--- src/flash_guard_pkg.sv ---
package flash_guard_pkg;

   ////////////////////////////////////////////////////////////////////////////
   // timing and geometry
   localparam int CLK_PERIOD_NS = 20;
   localparam int ADDR_W        = 13;
   localparam int LOCK_W        = 2;

   ////////////////////////////////////////////////////////////////////////////
   // lock pair encoding, a one means unprogrammed
   localparam logic [LOCK_W-1:0] LOCK_OPEN = 2'h3;
   localparam int LOCK_LOW  = 0;  // clear: erases and writes into the section refused
   localparam int LOCK_HIGH = 1;  // clear: loads across sections refused
   localparam logic [1:0] BOOT_SIZE_RST = 2'h0;
   localparam logic [1:0] BOOT_SIZE_TOP = 2'h3;

   ////////////////////////////////////////////////////////////////////////////
   // register map, byte addresses
   localparam logic [7:0] REG_CTRL     = 8'h00;
   localparam logic [7:0] REG_STATUS   = 8'h04;
   localparam logic [7:0] REG_LOCK     = 8'h08;
   localparam logic [7:0] REG_IRQ_STAT = 8'h0C;
   localparam logic [7:0] REG_IRQ_MASK = 8'h10;

   localparam int CTRL_REEN     = 0;
   localparam int STAT_BUSY     = 0;
   localparam int STAT_HALT     = 1;
   localparam int STAT_OP       = 2;
   localparam int LOCK_APP_LSB  = 0;
   localparam int LOCK_BOOT_LSB = 2;
   localparam logic [3:0] LOCK_ERASED = 4'hF;

   localparam int IRQ_W       = 3;
   localparam int IRQ_ST_DENY = 0;
   localparam int IRQ_LD_DENY = 1;
   localparam int IRQ_DONE    = 2;

   ////////////////////////////////////////////////////////////////////////////
   // carriers
   typedef enum logic [1:0] {
      OP_PAGE_LOAD,
      OP_PAGE_ERASE,
      OP_PAGE_WRITE
   } op_kind_e;

   typedef struct packed {
      logic              valid;
      op_kind_e          kind;
      logic [ADDR_W-1:0] target;
      logic [ADDR_W-1:0] pc;
   } store_req_s;

   typedef struct packed {
      logic              valid;
      logic [ADDR_W-1:0] target;
      logic [ADDR_W-1:0] pc;
   } load_req_s;

   typedef struct packed {
      logic              start;
      op_kind_e          kind;
      logic [ADDR_W-1:0] target;
   } flash_cmd_s;

endpackage

--- src/prog_timer.sv ---
module prog_timer
   import flash_guard_pkg::*;
#(
   parameter int CYCLES = 1
) (
   // clock and reset
   input  wire logic CLK,
   input  wire logic SYS_RST,
   input  wire logic CE,
   // operation
   input  wire logic START,
   output logic      BUSY,
   output logic      DONE
);

   localparam int CNT_W = $clog2(CYCLES + 1);
   localparam logic [CNT_W-1:0] CNT_LOAD = CNT_W'(CYCLES);
   localparam logic [CNT_W-1:0] CNT_ONE  = CNT_W'(1);

   logic [CNT_W-1:0] cnt_r;

   // counts the flash busy time, done is a single pulse at the end
   always_ff @(posedge CLK) begin
      if (SYS_RST) begin
         cnt_r <= '0;
         BUSY  <= 1'b0;
         DONE  <= 1'b0;
      end else if (CE) begin
         DONE <= 1'b0;
         if (START && !BUSY) begin
            cnt_r <= CNT_LOAD;
            BUSY  <= 1'b1;
         end else if (BUSY) begin
            cnt_r <= cnt_r - CNT_ONE;
            if (cnt_r == CNT_ONE) begin
               BUSY <= 1'b0;
               DONE <= 1'b1;
            end
         end
      end
   end

endmodule // prog_timer

--- src/flash_self_program_guard.sv ---
// The placing of the registers and the Wishbone slave port were left to the implementer.
module flash_self_program_guard
   import flash_guard_pkg::*;
#(
   parameter int                OP_TIME_NS     = 4_000_000,
   parameter logic [ADDR_W-1:0] STALL_START    = 13'h1C00,
   parameter int                BOOT_MIN_WORDS = 128
) (
   // clock and reset
   input  wire logic        CLK,
   input  wire logic        SYS_RST,
   input  wire logic        CE,
   // wishbone slave
   input  wire logic [7:0]  WB_ADR_I,
   input  wire logic [31:0] WB_DAT_I,
   input  wire logic [3:0]  WB_SEL_I,
   input  wire logic        WB_WE_I,
   input  wire logic        WB_CYC_I,
   input  wire logic        WB_STB_I,
   output logic      [31:0] WB_DAT_O,
   output logic             WB_ACK_O,
   // cpu core
   input  wire store_req_s  ST_REQ,
   input  wire load_req_s   LD_REQ,
   input  wire logic [ADDR_W-1:0] EXEC_PC,
   input  wire logic        VEC_IN_BOOT,
   output logic             ST_GRANT,
   output logic             ST_DENY,
   output logic             LD_GRANT,
   output logic             LD_DENY,
   output logic             CPU_HALT,
   output logic             CRS_READ_BLOCK,
   output logic             IRQ_INHIBIT,
   // fuses and external programming
   input  wire logic [1:0]  BOOT_SIZE_FUSES,
   input  wire logic        EXT_LOCK_WE,
   input  wire logic [3:0]  EXT_LOCK_VAL,
   input  wire logic        CHIP_ERASE,
   // flash macro and interrupt
   output flash_cmd_s       FLASH_CMD,
   output logic             IRQ
);

   localparam int OP_CYC_RAW = OP_TIME_NS / CLK_PERIOD_NS;
   localparam int OP_CYCLES  = (OP_CYC_RAW < 1) ? 1 : OP_CYC_RAW;
   localparam logic [ADDR_W:0] FLASH_WORDS = (ADDR_W+1)'(1) << ADDR_W;

   ////////////////////////////////////////////////////////////////////////////
   // section decoding

   logic [1:0]        fuse_s1, fuse_s2, fuse_s3;
   logic [1:0]        boot_size_r;
   logic [ADDR_W-1:0] boot_base_r;
   logic [3:0]        lock_r;
   logic              crs_busy_r;
   logic              op_busy_r;
   logic [IRQ_W-1:0]  irq_stat_r, irq_mask_r;

   function automatic logic [ADDR_W-1:0] boot_base(input logic [1:0] code);
      logic [ADDR_W:0] sz;
      logic [ADDR_W:0] base;
      sz   = (ADDR_W+1)'(BOOT_MIN_WORDS) << (BOOT_SIZE_TOP - code);
      base = FLASH_WORDS - sz;
      // a larger boot section is cut back to the stalling boundary
      if (base < {1'b0, STALL_START}) begin
         base = {1'b0, STALL_START};
      end
      boot_base = base[ADDR_W-1:0];
   endfunction

   function automatic logic in_boot(input logic [ADDR_W-1:0] a,
                                    input logic [ADDR_W-1:0] base);
      in_boot = (a >= base);
   endfunction

   function automatic logic in_crs(input logic [ADDR_W-1:0] a);
      in_crs = (a < STALL_START);
   endfunction

   // fuse pins: three stages, taken once stages two and three agree
   always_ff @(posedge CLK) begin
      if (SYS_RST) begin
         fuse_s1 <= BOOT_SIZE_RST;
         fuse_s2 <= BOOT_SIZE_RST;
         fuse_s3 <= BOOT_SIZE_RST;
      end else if (CE) begin
         fuse_s1 <= BOOT_SIZE_FUSES;
         fuse_s2 <= fuse_s1;
         fuse_s3 <= fuse_s2;
      end
   end

   // boundary is registered so the compare logic sees a stable base
   always_ff @(posedge CLK) begin
      if (SYS_RST) begin
         boot_size_r <= BOOT_SIZE_RST;
         boot_base_r <= STALL_START;
      end else if (CE) begin
         if (fuse_s2 == fuse_s3) begin
            boot_size_r <= fuse_s3;
         end
         boot_base_r <= boot_base(boot_size_r);
      end
   end

   ////////////////////////////////////////////////////////////////////////////
   // access checks

   logic [1:0] app_lock, boot_lock;
   logic       st_from_boot, st_tgt_boot, st_lock_ok, st_ok, st_start;
   logic       st_page_load;
   logic       ld_src_boot, ld_tgt_boot, ld_lock_ok, ld_ok;
   logic       op_done;

   assign app_lock  = lock_r[LOCK_APP_LSB +: LOCK_W];
   assign boot_lock = lock_r[LOCK_BOOT_LSB +: LOCK_W];

   // only the boot and application lock pairs are consulted; general lock modes play no part
   always_comb begin
      st_from_boot = in_boot(ST_REQ.pc, boot_base_r);
      st_tgt_boot  = in_boot(ST_REQ.target, boot_base_r);
      // store guard bit of the section that holds the target page
      st_lock_ok   = st_tgt_boot ? boot_lock[LOCK_LOW]
                                 : app_lock[LOCK_LOW];
      st_page_load = (ST_REQ.kind == OP_PAGE_LOAD);
      // from boot and while no operation is busy, page load always, erase or write only while the target's store guard bit is set; nothing from the application
      st_ok = ST_REQ.valid && st_from_boot && !op_busy_r
              && (st_page_load || st_lock_ok);
      st_start = st_ok && !st_page_load;
      ld_src_boot = in_boot(LD_REQ.pc, boot_base_r);
      ld_tgt_boot = in_boot(LD_REQ.target, boot_base_r);
      // a load within its own section is never locked
      ld_lock_ok = ld_tgt_boot ? (ld_src_boot || boot_lock[LOCK_HIGH])
                               : (!ld_src_boot || app_lock[LOCK_HIGH]);
      ld_ok = LD_REQ.valid && ld_lock_ok && !CPU_HALT
              && !(crs_busy_r && in_crs(LD_REQ.target));
   end

   ////////////////////////////////////////////////////////////////////////////
   // flash operation sequencing

   prog_timer #(
      .CYCLES (OP_CYCLES)
   ) u_timer (
      .CLK     (CLK),
      .SYS_RST (SYS_RST),
      .CE      (CE),
      .START   (st_start),
      .BUSY    (),
      .DONE    (op_done)
   );

   // answers to the core, one cycle after the request
   always_ff @(posedge CLK) begin
      if (SYS_RST) begin
         ST_GRANT <= 1'b0;
         ST_DENY  <= 1'b0;
         LD_GRANT <= 1'b0;
         LD_DENY  <= 1'b0;
      end else if (CE) begin
         ST_GRANT <= st_ok;
         ST_DENY  <= ST_REQ.valid && !st_ok;
         LD_GRANT <= ld_ok;
         LD_DENY  <= LD_REQ.valid && !ld_ok;
      end
   end

   // command to the flash macro, denied requests never reach it
   always_ff @(posedge CLK) begin
      if (SYS_RST) begin
         FLASH_CMD <= '0;
      end else if (CE) begin
         FLASH_CMD.start  <= st_ok;
         FLASH_CMD.kind   <= ST_REQ.kind;
         FLASH_CMD.target <= ST_REQ.target;
      end
   end

   // halt only when the erased or written page is in the stalling section
   always_ff @(posedge CLK) begin
      if (SYS_RST) begin
         op_busy_r <= 1'b0;
         CPU_HALT  <= 1'b0;
      end else if (CE) begin
         if (st_start) begin
            op_busy_r <= 1'b1;
            CPU_HALT  <= !in_crs(ST_REQ.target);
         end else if (op_done) begin
            op_busy_r <= 1'b0;
            CPU_HALT  <= 1'b0;
         end
      end
   end

   ////////////////////////////////////////////////////////////////////////////
   // section busy flag

   logic wb_wr, wb_rd;
   logic reen_wr;

   assign wb_wr   = WB_CYC_I && WB_STB_I && WB_WE_I && !WB_ACK_O;
   assign wb_rd   = WB_CYC_I && WB_STB_I && !WB_WE_I && !WB_ACK_O;
   assign reen_wr = wb_wr && WB_SEL_I[0] && (WB_ADR_I == REG_CTRL)
                    && WB_DAT_I[CTRL_REEN];

   // set wins; re-enable is ignored while the flash is still busy
   always_ff @(posedge CLK) begin
      if (SYS_RST) begin
         crs_busy_r <= 1'b0;
      end else if (CE) begin
         if (st_start) begin
            crs_busy_r <= 1'b1;
         end else if ((reen_wr && !op_busy_r) || (st_ok && st_page_load)) begin
            crs_busy_r <= 1'b0;
         end
      end
   end

   // block output mirrors the flag seen in the status register
   always_ff @(posedge CLK) begin
      if (SYS_RST) begin
         CRS_READ_BLOCK <= 1'b0;
      end else if (CE) begin
         CRS_READ_BLOCK <= (st_start || crs_busy_r)
                           && !((reen_wr && !op_busy_r) && !st_start)
                           && !(st_ok && st_page_load);
      end
   end

   ////////////////////////////////////////////////////////////////////////////
   // lock bits

   // bits can only go to programmed; chip erase or reset reopens them
   always_ff @(posedge CLK) begin
      if (SYS_RST) begin
         lock_r <= LOCK_ERASED;
      end else if (CE) begin
         if (CHIP_ERASE) begin
            lock_r <= LOCK_ERASED;
         end else begin
            lock_r <= lock_r
                      & ((wb_wr && WB_SEL_I[0] && WB_ADR_I == REG_LOCK)
                         ? WB_DAT_I[3:0] : LOCK_ERASED)
                      & (EXT_LOCK_WE ? EXT_LOCK_VAL : LOCK_ERASED);
         end
      end
   end

   // mode 3 and 4 (load guard clear) mask interrupts that would cross over
   always_ff @(posedge CLK) begin
      if (SYS_RST) begin
         IRQ_INHIBIT <= 1'b0;
      end else if (CE) begin
         IRQ_INHIBIT <=
            (!app_lock[LOCK_HIGH] && VEC_IN_BOOT
             && !in_boot(EXEC_PC, boot_base_r))
            || (!boot_lock[LOCK_HIGH] && !VEC_IN_BOOT
             && in_boot(EXEC_PC, boot_base_r));
      end
   end

   ////////////////////////////////////////////////////////////////////////////
   // interrupt status and mask

   logic [IRQ_W-1:0] irq_evt, irq_clr;

   assign irq_evt = {op_done, LD_REQ.valid && !ld_ok, ST_REQ.valid && !st_ok};
   assign irq_clr = (wb_wr && WB_SEL_I[0] && WB_ADR_I == REG_IRQ_STAT)
                    ? WB_DAT_I[IRQ_W-1:0] : '0;

   // write one to clear, a new event in the same cycle is kept
   always_ff @(posedge CLK) begin
      if (SYS_RST) begin
         irq_stat_r <= '0;
         irq_mask_r <= '0;
         IRQ        <= 1'b0;
      end else if (CE) begin
         irq_stat_r <= (irq_stat_r & ~irq_clr) | irq_evt;
         if (wb_wr && WB_SEL_I[0] && WB_ADR_I == REG_IRQ_MASK) begin
            irq_mask_r <= WB_DAT_I[IRQ_W-1:0];
         end
         IRQ <= |(irq_stat_r & irq_mask_r);
      end
   end

   ////////////////////////////////////////////////////////////////////////////
   // wishbone slave, answers every address one cycle after the strobe

   always_ff @(posedge CLK) begin
      if (SYS_RST) begin
         WB_ACK_O <= 1'b0;
         WB_DAT_O <= '0;
      end else if (CE) begin
         WB_ACK_O <= WB_CYC_I && WB_STB_I && !WB_ACK_O;
         WB_DAT_O <= '0;
         if (wb_rd) begin
            case (WB_ADR_I)
               REG_STATUS: begin
                  WB_DAT_O[STAT_BUSY] <= crs_busy_r;
                  WB_DAT_O[STAT_HALT] <= CPU_HALT;
                  WB_DAT_O[STAT_OP]   <= op_busy_r;
               end
               REG_LOCK:     WB_DAT_O[3:0]       <= lock_r;
               REG_IRQ_STAT: WB_DAT_O[IRQ_W-1:0] <= irq_stat_r;
               REG_IRQ_MASK: WB_DAT_O[IRQ_W-1:0] <= irq_mask_r;
               default:      WB_DAT_O            <= '0;
            endcase
         end
      end
   end
endmodule // flash_self_program_guard

--- config.mk ---
export PLATFORM = sky130hd
export DESIGN_NAME = flash_self_program_guard
export DESIGN_NICKNAME = d
export VERILOG_FILES = /design/src/flash_guard_pkg.sv /design/src/prog_timer.sv /design/src/flash_self_program_guard.sv
export SDC_FILE = /design/constraint.sdc
export NUM_CORES = 1
export LEC_CHECK = 0
export BUFFER_PORTS_ARGS = -buffer_cell sky130_fd_sc_hd__clkbuf_2
export CAP_MARGIN = 25
export CORE_MARGIN = 4
export CORE_UTILIZATION = 43
export DETAILED_ROUTE_END_ITERATION = 10
export GPL_ROUTABILITY_DRIVEN = 0
export PLACE_DENSITY = 0.81
export REMOVE_ABC_BUFFERS = 1
export SETUP_SLACK_MARGIN = 0.4
export SYNTH_ARGS = -nofsm -noshare
export SYNTH_HDL_FRONTEND = slang
export SYNTH_SLANG_ARGS = --single-unit
--- constraint.sdc ---
create_clock -name CLK -period 1.8 [get_ports CLK]
set_input_delay 0.36 -clock CLK [delete_from_list [all_inputs] [get_ports CLK]]
set_output_delay 0.36 -clock CLK [all_outputs]
set_load 0.03 [all_outputs]
Word-level counts from Yosys, hierarchy flattened --
Cells that the tools add are included.
Operators by class: add/sub/neg operators 3, order comparisons 8, eq/ne operators 6, shift-type cells 1, muxes and demuxes 23, bitwise gates (word level) 6, reduce and logical (&&, ||, !) cells 67
Operators by type and width (count):
- greater-or-equal comparator 13 bit | 5
- 2-to-1 mux 18 bit | 2
- logical AND 1 bit | 32
- < comparator 13 bit (second input constant) | 2
- == test 18 x 1 -> 1 bit (second input constant) | 1
- zero test 1 bit | 18
- subtractor 18 x 1 -> 18 bit (second input constant) | 1
- == test 8 x 4 -> 1 bit (second input constant) | 2
- 2-to-1 mux 4 bit | 4
- < comparator 14 x 13 -> 1 bit (second input constant) | 1
- 2-to-1 mux 1 bit | 14
- left shift 8 x 2 -> 14 bit (first input constant) | 1
- subtractor 14 bit (first input constant) | 1
- 2-to-1 mux 13 bit | 1
- case mux 3 bit (4 select lines) | 1
- AND reduction 2 bit | 5
- AND 4 bit | 2
- == test 8 x 3 -> 1 bit (second input constant) | 1
- == test 8 x 5 -> 1 bit (second input constant) | 1
- zero test 8 bit | 1
- AND 3 bit | 2
- logical OR 1 bit | 6
- nonzero test 2 bit | 3
- 2-to-1 mux 3 bit | 1
- other kinds (6) | 6
Word-level totals: bits in registers 109, output and inout port bits 57, word-level logic and storage cells 139

Depth between registers and ports, before layout --
Gate-level depths: netlist of the first run.
depth in word-level cells 11, gate-level depth with buffers 8, depth with buffers taken out 8

Cells and area by module --
A second synthesis of the first run with hierarchy kept.
Unflattened totals: cell total of the unflattened synthesis 473, area, all modules 4177.8 um2
Modules (own cells, without submodules):
- flash_self_program_guard | times used 1, cells each 364, area each 3204.3 um2, seq. area each 1081.0 um2
- prog_timer | times used 1, cells each 109, area each 973.4 um2, seq. area each 400.4 um2

Worst setup path before layout of the first run --
OpenSTA, ideal clock, no wires.
path kind register to register, start point register boot_base_r[7], end point register u_timer.cnt_r[13], setup time 0.137 ns, arrival time 1.800 ns, data required time 1.663 ns, path slack -0.136 ns, stages on the path, launching flop included 9, path buffers 0, cells stage by stage dfxtp_1 > inv_1 > ha_1 > nor3_1 > o21a_1 > o211ai_1 > a21o_1 > nor3_1 > o21ai_0
Between the ends: longest elaborated chain between the ends 8
RTL lines:
- from (decl) | line flash_self_program_guard.sv:53 | logic [ADDR_W-1:0] boot_base_r;
- from (signal assigned) | line flash_self_program_guard.sv:102 | boot_base_r <= boot_base(boot_size_r);
- greater-or-equal comparator 13 bit | line flash_self_program_guard.sv:73 | in_boot = (a >= base);
- 2-to-1 mux 1 bit / logical AND 1 bit (equally long branches) | line flash_self_program_guard.sv:123, flash_self_program_guard.sv:127
- logical OR 1 bit / logical AND 1 bit (equally long branches) | line flash_self_program_guard.sv:128, flash_self_program_guard.sv:127
- logical AND 1 bit * | line flash_self_program_guard.sv:128 | && (st_page_load || st_lock_ok);
- logical AND 1 bit * | line flash_self_program_guard.sv:129 | st_start = st_ok && !st_page_load;
- logical AND 1 bit * | line prog_timer.sv:30 | if (START && !BUSY) begin
- nonzero test 2 bit (no line)
- AND reduction 2 bit (no line)
- to (signal assigned) | line prog_timer.sv:34 | cnt_r <= cnt_r - CNT_ONE;
- to (decl) | line prog_timer.sv:20 | logic [CNT_W-1:0] cnt_r;
Every way passes the cells marked *; elsewhere a longest branch is shown, timed or not. A chain may end at the register's enable or synchronous reset.

Final worst setup path of the first run --
start point register boot_base_r[8], end point register u_timer.cnt_r[5]
The elaborated chain is that of the path after synthesis.

==> qor.yml, run 1 <==
synth:
  ys_warn_count: 0
  synth_top_flop_cell: "dfxtp_1"
  yosysSeqAreaShare: 0.363
  synth.distinct_cells: 61
  yosys_register_bits: 74
  synthArstFlopShare: 0
  synth_top_cell_by_area: "dfxtp_1"
  synth_top_area_frac: 0.363
  ys_top_cells_by_area: "dfxtp_1, ha_1, mux2i_1, buf_4, nor2_1"
  synth_common_cells: "dfxtp_1, nor2_1, nand2_1"
  netlist_area_mm2: 0.00408
  syn_inst: 464
  yosysMostFrequentCell: "dfxtp_1"
  avgSynthCellArea_um2: 8.79
  synth_edf_count: 0
setup_path:
  cp_max_fo: 5
  cp.required_ns: 2.02
  rr_startpoint: "boot_base_r[8]"
  crit_arrival_ns: 2.27
  worst-r2r-cell-count: 11
  worstSetupPathType: "reg2reg"
  rr_endpoint: "u_timer.cnt_r[5]"
  end_kind: "flip-flop"
  reg2reg_setup_slack_ns: -0.26
  crit_path_start_kind: "flip-flop"
global_route:
  grtUsageMet2: 0.361
  use_met1: 0.229
  grt.busiest_layer: "met2"
  grt-ovfl-total: 0
  grtUsageMet3: 0.0502
  gr-usage-all-layers: 0.202
  antenna_found_initial: 1
  grt_pass1_vias: 3824
  grt_pass1_wl_um: 18400
  grt_max_degree: 57
route:
  drtPass1Iterations: 6
  drtAntennaViolNets: 0
  wl_per_cell_um: 16.0
  post-route-drc-count: 0
  wl_um: 11700
  num_vias: 3983
  vias_per_cell: 5.43
  drt-initial-drc-count: 317
cts:
  h-tree-depth: 3
  path_clk_slew_ns: 0.09
  cts_buffer_depth: 2
  clockRootBuffer: "clkbuf_8"
  clock_latency_ns: 0.35
  cts_tree: "done"
  cts_made_buffers: 9
  cts.sinks: 74
  cts-hold-fix-buffers: 0
place:
  portBuffers: 97
  place_inst: 707
  dp_worst_setup_slack_ns: -0.337
  hpwlAfterDp_um: 8060
sta:
  setup_ws_ns: -0.258
  max_freq_mhz: 486
  fin_skew_ns: 0.0123
  layout_worst_path_cycle_share: 1.14
  grt_setup_unrepaired: "true"
  hold_violations: 0
  min_period_ns: 2.06
  setup_viol_count_final: 29
  report.final.slew_viol_count: 0
final_layout:
  drive_gt1_frac: 0.385
  design.final.nets: 759
  seq_area_mm2: 0.00149
  multi_input_area_mm2: 0.00275
  final_cells: 733
  fillCellCount: 717
  synthToLayoutAreaGrowth_pct: 36.2
  fin_util: 0.601
hold_path:
  min_delay_path_depth: 3
  hold_start: "ST_REQ[19]"
  whs_endpoint: "FLASH_CMD[6]"
  hold_class: "in2reg"
floorplan:
  core_region_area_mm2: 0.00924
  boundaryPins: 185
  rows: 35
  die_h_um: 105
  die_w_um: 105
  start_util: 0.441
  die_area_mm2: 0.0111
status:
  violations: "negative setup slack"
  outcome: "finished, violations left"
pwr:
  p_leak_uw: 0.00250
  finalPower_uw: 3710
  p_per_area_mw_per_mm2: 668
  peakVddDrop_mv: 0.448
flow_run:
  drv_cap: 0
state kept, by name, summed over array words and instances (netlist names), 2 cells and up:
name,count
FLASH_CMD,16
WB_DAT_O,4
boot_base_r,6
boot_size_r,2
fuse_s1,2
fuse_s2,2
fuse_s3,2
irq_mask_r,3
irq_stat_r,3
lock_r,4
u_timer.cnt_r,18
kinds of logic after synthesis:
group                      share of synthesized area
muxes                                         0.0767
AOI/OAI and AO/OA                              0.179
xor gates and xnor gates                     0.00860
and+or+nand+nor                                0.187
buffers and inverters                         0.0832
adders and majority gates                      0.101
DFF                                            0.363
other                                       0.000920
layout by cell type, fill, tap and decap left out, drive strengths merged, types with 2 or more instances in the layout:
master    n
nand4     3
conb     28
o31a      4
ha       33
a211o     2
mux2i    29
nor2     56
o21a      7
xor2      2
buf      43
inv      17
o31ai     2
dfxtp    74
clkinv    4
a21oi    22
a222oi    3
o22ai     4
nand3    17
a211oi    6
a21o      3
xnor2     2
mux2      2
o221ai    2
a311oi    4
nand2    40
nor3     13
o211ai    9
a31oi     6
o21ai    16
or3       4
a22o      3
clkbuf  106
a31o      3
o32ai     2
and3      6
nor4      9
cell type report:
class,instances,area share
multi-input combinational,357,0.496
sequential,74,0.269
timing repair buffer,140,0.157
tap,129,0.0291
clock buffer,9,0.0223
clock inverter,7,0.0140
inverter,16,0.0122
antenna,1,0.000451
critical path, cell delays in order (launching register included):
cell       delay, ns
dfxtp_2         0.37
inv_4           0.05
buf_6           0.12
ha_4            0.25
o211ai_1        0.10
a21oi_2         0.18
o2111ai_2       0.13
a21o_1          0.21
buf_6           0.13
o21ai_4         0.16
buf_6           0.15
a311oi_2        0.08
metrics by stage:
step	setup TNS (ns)	hold slack (ns)	instance area (µm²)
after global routing	-7.53	0.241	5550
final	-5.10	0.244	5550
after CTS	-4.02	0.235	5450
after floorplan	-1.20	0.425	3900
after global placement	-6.28	0.430	4830
after detailed placement	-7.07	0.435	4830
power breakdown:
part	internal, µW	total [µW]	switching (µW)
combinational	252	666	414
sequential	1680	1720	38.5
clock	652	1320	668
worst max-delay path by stage:
stage,from,to,depth (start not counted)
2_1_floorplan,boot_base_r[7],u_timer.cnt_r[13],8
3_3_place_gp,ST_REQ[23],u_timer.cnt_r[6],9
3_5_place_dp,ST_REQ[23],u_timer.cnt_r[8],9
4_1_cts,boot_base_r[8],u_timer.cnt_r[8],9
5_1_grt,boot_base_r[8],u_timer.cnt_r[5],10
6_report,boot_base_r[8],u_timer.cnt_r[5],11
repair_timing:
item	CTS	global route
cloned	0	1
pin swaps	23	20
setup buffers	8	0
resized for setup	73	24
setup endpoints to repair	31	41
layer usage:
layer,part of all wire,routed length (µm),up-vias
met5,0,0,-
met4,0.023,266,0
met3,0.073,855,28
met2,0.51,5990,186
met1,0.39,4590,1861
li1,-,-,1908
No activity file was read; power rests on OpenSTA's default activity.
==> run 2: changes to the inputs <==
CORE_UTILIZATION = 45   (was 43)
clock period = 1.9 ns   (was 1.8 ns; I/O delays follow)
==> qor.yml, run 2 (synthesis results as in run 1) <==
route:
  wl_um: 11600  # -1.1%
  wl_per_cell_um: 16.2  # +1.8%
  drtPass1Iterations: 7  # +1
  drtAntennaViolNets: 0  # unchanged
  num_vias: 4053  # +1.8%
  drt-initial-drc-count: 290  # -8.5%
  vias_per_cell: 5.69  # +4.8%
  post-route-drc-count: 0  # unchanged
status:
  violations: "negative setup slack"
  outcome: "finished, violations left"
floorplan:
  die_area_mm2: 0.0106  # -4.1%
  core_region_area_mm2: 0.00876  # -5.2%
  rows: 34  # -2.9%
  start_util: 0.465  # +0.0240
  die_h_um: 103  # -2.1%
  boundaryPins: 185  # unchanged
  die_w_um: 103  # -2.1%
final_layout:
  largest-register: "u_timer.cnt_r"
  synthToLayoutAreaGrowth_pct: 33.8
  drive_gt1_frac: 0.364  # -0.0205
  final_common_cell: "clkbuf_2"
  final_cells: 712  # -2.9%
  largest_register_ffs: 18  # unchanged
  diodes: 0  # -1
  reg_top3: "u_timer.cnt_r x18, FLASH_CMD x16, boot_base_r x6"
  design.final.nets: 760  # +0.13%
  mostFrequentLayoutCells: "clkbuf_2, dfxtp_1, nor2_1"
setup_path:
  crit_path_frequent_cell: "o211ai_1"
  cp.buffers_inverters: 3  # -1
  end_kind: "flip-flop"
  cp.required_ns: 2.14  # +0.12 ns
  worst-r2r-cell-count: 10  # -1
  worstSetupPathType: "reg2reg"
  crit_chain: "inv_4, ha_4, o211ai_1, buf_4, o211ai_1, nand3_1, a21o_1, o21ai_2, buf_6, a311oi_1"
  rr_startpoint: "boot_base_r[8]"
  crit_arrival_ns: 2.32  # +0.05 ns
  cp_max_fo: 4  # -1
  reg2reg_setup_slack_ns: -0.18  # +0.08 ns
  critical_path.max_stage_delay_ns: 0.36  # about the same
  crit_path_start_kind: "flip-flop"
  slowest_stage: "dfxtp_2"
  crit_family: "compound AO/OA/AOI/OAI gates"
  rr_endpoint: "u_timer.cnt_r[5]"
  crit_cells: 10  # -1
hold_path:
  hold_start: "ST_REQ[14]"
  whs_endpoint: "FLASH_CMD[1]"
  hold_class: "in2reg"
  min_delay_path_depth: 3  # unchanged
pwr:
  power.switching_uw: 1050  # -6.3%
  p_per_area_mw_per_mm2: 673  # +0.84%
  peakVddDrop_mv: 0.310  # -31%
  p_leak_uw: 0.00252  # +0.70%
  swShare: 0.286  # -0.0163
  p_comb_frac: 0.169  # -0.011
  p_int_uw: 2620  # +1.4%
  p_clk_frac: 0.386  # +0.030
  pwr-share-seq: 0.444  # -0.020
sta:
  fin_skew_ns: 0.0121  # -0.000194 ns
  max_freq_mhz: 481  # -0.99%
  setup_ws_ns: -0.179  # +0.0795 ns
  layout_worst_path_cycle_share: 1.09  # -0.0494
  grt_setup_unrepaired: "true"
  fin_hold_ws_ns: 0.268  # +0.0236 ns
  report.final.slew_viol_count: 0  # unchanged
  setup_viol_count_final: 30  # +3.4%
  min_period_ns: 2.08  # +0.0205 ns
  hold_violations: 0  # unchanged
place:
  hpwlAfterDp_um: 7920  # -1.7%
  portBuffers: 97  # unchanged
  place_inst: 683  # -3.4%
cts:
  cts.sinks: 74  # unchanged
  path_clk_slew_ns: 0.08  # about the same
  clock_latency_ns: 0.35  # about the same
  cts_tree: "done"
  h-tree-depth: 3  # unchanged
  cts_buffer_depth: 2  # unchanged
  clockRootBuffer: "clkbuf_8"
  cts_made_buffers: 9  # unchanged
global_route:
  gr-usage-all-layers: 0.206  # +0.00371
  antenna_found_initial: 0  # -1
  grt_pass1_vias: 3918  # +2.5%
  grt_max_degree: 56  # -1.8%
  grt-ovfl-total: 0  # unchanged
  grt_pass1_wl_um: 17700  # -4.0%
flow_run:
  drv_cap: 0  # unchanged
==> run 2: changes by cell type in the layout (fill, tap and decap cells not counted), moves of 3 or more <==
cell,change
o21ai_0,+3
ha_1,+5
o21ai_1,-3
ha_4,-5
buf_6,-3
nor4_2,-3
a21oi_2,-3
==> run 2: layout make-up <==
type | count | area, µm²
flip-flops and latches | 74 | 1490
fillers | 692 | 3310
clock buffers | 10 | 138
inverters | 16 | 70.1
clock inverters | 6 | 95.1
repair buffers | 141 | 887
well taps | 108 | 135
multi-input cells | 357 | 2640
==> run 2: worst min-delay path: stages <==
cell and delay, ns:
clkbuf_2 0.07, mux2i_1 0.06, nor2_1 0.07
==> run 2: power groups by stage <==
stage | registers, µW | logic (µW) | clock network [µW]
floorplan | 1710 | 263 | 0
global placement | 1660 | 526 | 0
detailed placement | 1670 | 543 | 0
CTS | 1630 | 590 | 1430
global route | 1640 | 679 | 1490
finish | 1630 | 622 | 1420
==> run 2: per-stage QoR <==
stage	utilization	area (µm²)	power (µW)	setup slack, ns	setup TNS (ns)
finish	0.623	5460	3670	-0.179	-2.75
global route	0.623	5460	3800	-0.268	-5.53
CTS	0.607	5320	3650	-0.112	-1.68
detailed placement	0.545	4780	2210	-0.236	-4.46
global placement	0.545	4780	2190	-0.183	-2.78
floorplan	-	3900	1970	-0.0364	-0.0455
==> run 2: routing by layer <==
layer	share of wire	vias to the layer above	track usage
met1	0.38	1900	0.247
met3	0.075	40	0.0376
met4	0.025	0	0.0707
met2	0.52	189	0.368
met5	0	-	0
li1	-	1924	-
==> run 2: worst max-delay path by stage <==
| stage | start | to | slack, ns |
|---|---|---|---|
| 6_report | boot_base_r[8] | u_timer.cnt_r[5] | -0.18 |
| 5_1_grt | boot_base_r[8] | u_timer.cnt_r[5] | -0.27 |
| 4_1_cts | boot_base_r[8] | u_timer.cnt_r[8] | -0.11 |
| 3_5_place_dp | boot_base_r[11] | LD_GRANT | -0.24 |
| 3_3_place_gp | ST_REQ[20] | u_timer.cnt_r[1] | -0.18 |
| 2_1_floorplan | boot_base_r[7] | u_timer.cnt_r[13] | -0.04 |
==> run 2: repair_timing <==
| action | in CTS | in global routing |
|---|---|---|
| resized for setup | 53 | 21 |
| buffers inserted | 10 | 3 |
| hold buffers | 0 | 0 |
| setup endpoints to repair | 31 | 34 |
| pin swaps | 32 | 13 |
==> run 3: changes to the inputs <==
CELL_PAD_IN_SITES_DETAIL_PLACEMENT = 0   (was default)
CELL_PAD_IN_SITES_GLOBAL_PLACEMENT = 1   (was default)
CORE_UTILIZATION = 34   (was 45)
PLACE_DENSITY = 0.85   (was 0.81)
==> qor.yml, run 3 (synthesis results as in run 1) <==
cts:
  clockRootBuffer: "clkbuf_16"
  h-tree-depth: 3  # unchanged
  path_clk_slew_ns: 0.06  # -0.02 ns
  clock_latency_ns: 0.33  # -0.02 ns
  cts_buffer_depth: 2  # unchanged
  cts_tree: "done"
  cts.sinks: 74  # unchanged
  cts-hold-fix-buffers: 0  # unchanged
  cts_made_buffers: 9  # unchanged
setup_path:
  endpoint: "LD_DENY"
  rr_startpoint: "boot_base_r[9]"
  cp.buffers_inverters: 3  # unchanged
  cp.required_ns: 2.12  # -0.02 ns
  crit_family: "compound AO/OA/AOI/OAI gates"
  rr_endpoint: "LD_DENY"
  worstSetupPathType: "reg2reg"
  critPathLaunch: "boot_base_r[9]"
  critical_path.max_stage_delay_ns: 0.35  # about the same
  reg2reg_setup_slack_ns: -0.17  # about the same
  crit_cells: 10  # unchanged
  cp_max_fo: 5  # +1
  crit_path_start_kind: "flip-flop"
  crit_arrival_ns: 2.29  # -0.03 ns
  slowest_stage: "dfxtp_2"
  crit_chain: "inv_4, buf_4, ha_1, o211ai_1, a21oi_1, a211oi_2, buf_4, mux2i_4, o211ai_1, nand2_1"
  end_kind: "flip-flop"
  worst-r2r-cell-count: 10  # unchanged
global_route:
  grt_pass1_vias: 3799  # -3.0%
  grt-ovfl-total: 0  # unchanged
  antenna_found_initial: 0  # unchanged
  grt_pass1_wl_um: 18800  # +6.2%
  grt_max_degree: 44  # -21%
  gr-usage-all-layers: 0.162  # -0.0435
route:
  num_vias: 3967  # -2.1%
  post-route-drc-count: 0  # unchanged
  drtPass1Iterations: 4  # -3
  drt-initial-drc-count: 217  # -25%
  wl_per_cell_um: 15.4  # -5.5%
  drtAntennaViolNets: 0  # unchanged
  vias_per_cell: 5.21  # -8.4%
  wl_um: 11700  # +1.0%
final_layout:
  mostFrequentLayoutCells: "clkbuf_2, dfxtp_1, nor2_1"
  diodes: 0  # unchanged
  drive_gt1_frac: 0.400  # +0.0354
  final_common_cell: "clkbuf_2"
  largest-register: "u_timer.cnt_r"
  final_cells: 761  # +6.9%
  finalInstanceArea_mm2: 0.00578  # +5.9%
  reg_top3: "u_timer.cnt_r x18, FLASH_CMD x16, boot_base_r x6"
  design.final.nets: 774  # +1.8%
  synthToLayoutAreaGrowth_pct: 41.7
  largest_register_ffs: 18  # unchanged
hold_path:
  hold_start: "ST_REQ[13]"
  hold_class: "in2reg"
floorplan:
  core_region_area_mm2: 0.0116  # +32%
  start_util: 0.352  # -0.113
  die_w_um: 117  # +14%
  boundaryPins: 185  # unchanged
  rows: 39  # +15%
  die_h_um: 117  # +14%
  die_area_mm2: 0.0138  # +30%
status:
  outcome: "finished, violations left"
  violations: "negative setup slack"
sta:
  setup_viol_count_final: 27  # -10%
  max_freq_mhz: 483  # +0.51%
  layout_worst_path_cycle_share: 1.09  # -0.00551
  hold_violations: 0  # unchanged
  grt_setup_unrepaired: "true"
  fin_skew_ns: 0.00820  # -0.00389 ns
  min_period_ns: 2.07  # -0.0105 ns
  setup_ws_ns: -0.168  # +0.0105 ns
  report.final.slew_viol_count: 0  # unchanged
  fin_hold_ws_ns: 0.283  # +0.0155 ns
  tns_ns: -2.46  # +0.285 ns
place:
  placed_area_mm2: 0.00488  # +2.2%
  place_inst: 728  # +6.6%
  portBuffers: 97  # unchanged
  hpwlAfterDp_um: 8420  # +6.3%
pwr:
  p_per_area_mw_per_mm2: 692  # +2.8%
  peakVddDrop_mv: 0.379  # +22%
  p_leak_uw: 0.00262  # +4.1%
flow_run:
  drv_cap: 0  # unchanged
run 3: cell types whose count changed in the layout (fill, tap and decap cells not counted), moves of 3 or more:
cell       before  now
buf_4          33   46
buf_6           7   11
clkbuf_16       0    9
clkbuf_8       10    1
ha_1           23   20
ha_4            9   13
inv_6           3    0
o21ai_0        12    8
o21ai_1         2    5
run 3: repair_timing:
item | 4_1_cts | 5_1_grt
cloned | 0 | 0
gates resized for setup | 62 | 34
setup endpoints to repair | 31 | 39
setup buffers | 12 | 5
pin swaps | 23 | 32
run 3: per-layer routing:
| layer | wire length [µm] | up-vias | track usage |
|---|---|---|---|
| met1 | 5020 | 1882 | 0.201 |
| met3 | 635 | 15 | 0.0360 |
| met4 | 160 | 0 | 0.0542 |
| li1 | - | 1945 | - |
| met5 | 0 | - | 0 |
| met2 | 5860 | 125 | 0.279 |
run 3: worst min path at each step:
stage                     depth (start not counted)  slack [ns]              to
final                                             3        0.28    FLASH_CMD[0]
after global placement                            2        0.43         LD_DENY
after global routing                              3        0.31    FLASH_CMD[1]
after floorplan                                   2        0.43  boot_base_r[7]
after CTS                                         3        0.27    FLASH_CMD[4]
after detailed placement                          2        0.44         LD_DENY
run 3: cell type report:
type	instances	area, µm²
flip-flops and latches	74	1490
repair buffers	155	975
inverters	16	70.1
clock buffers	11	243
well taps	143	179
fillers	1061	5790
multi-input cells	357	2760
clock inverters	5	63.8
run 3: metrics by stage:
step	util	power, µW	worst slack, ns
finish	0.500	4000	-0.168
global route	0.500	4150	-0.245
floorplan	-	1970	-0.0364
detailed placement	0.422	2220	-0.268
CTS	0.480	3980	-0.129
global placement	0.422	2200	-0.254
run 3: worst register-to-register path: stages, from the launching register on:
cell      delay (ns)
dfxtp_2         0.35
inv_4           0.06
buf_4           0.13
ha_1            0.29
o211ai_1        0.10
a21oi_1         0.26
a211oi_2        0.06
buf_4           0.16
mux2i_4         0.18
o211ai_1        0.30
nand2_1         0.09
run 3: power breakdown:
group	internal, µW	leakage [µW]	switching (µW)
Combinational	250	0.00187	394
Clock	1060	0.000146	659
Sequential	1600	0.000603	35.8
Total	2910	0.00262	1090
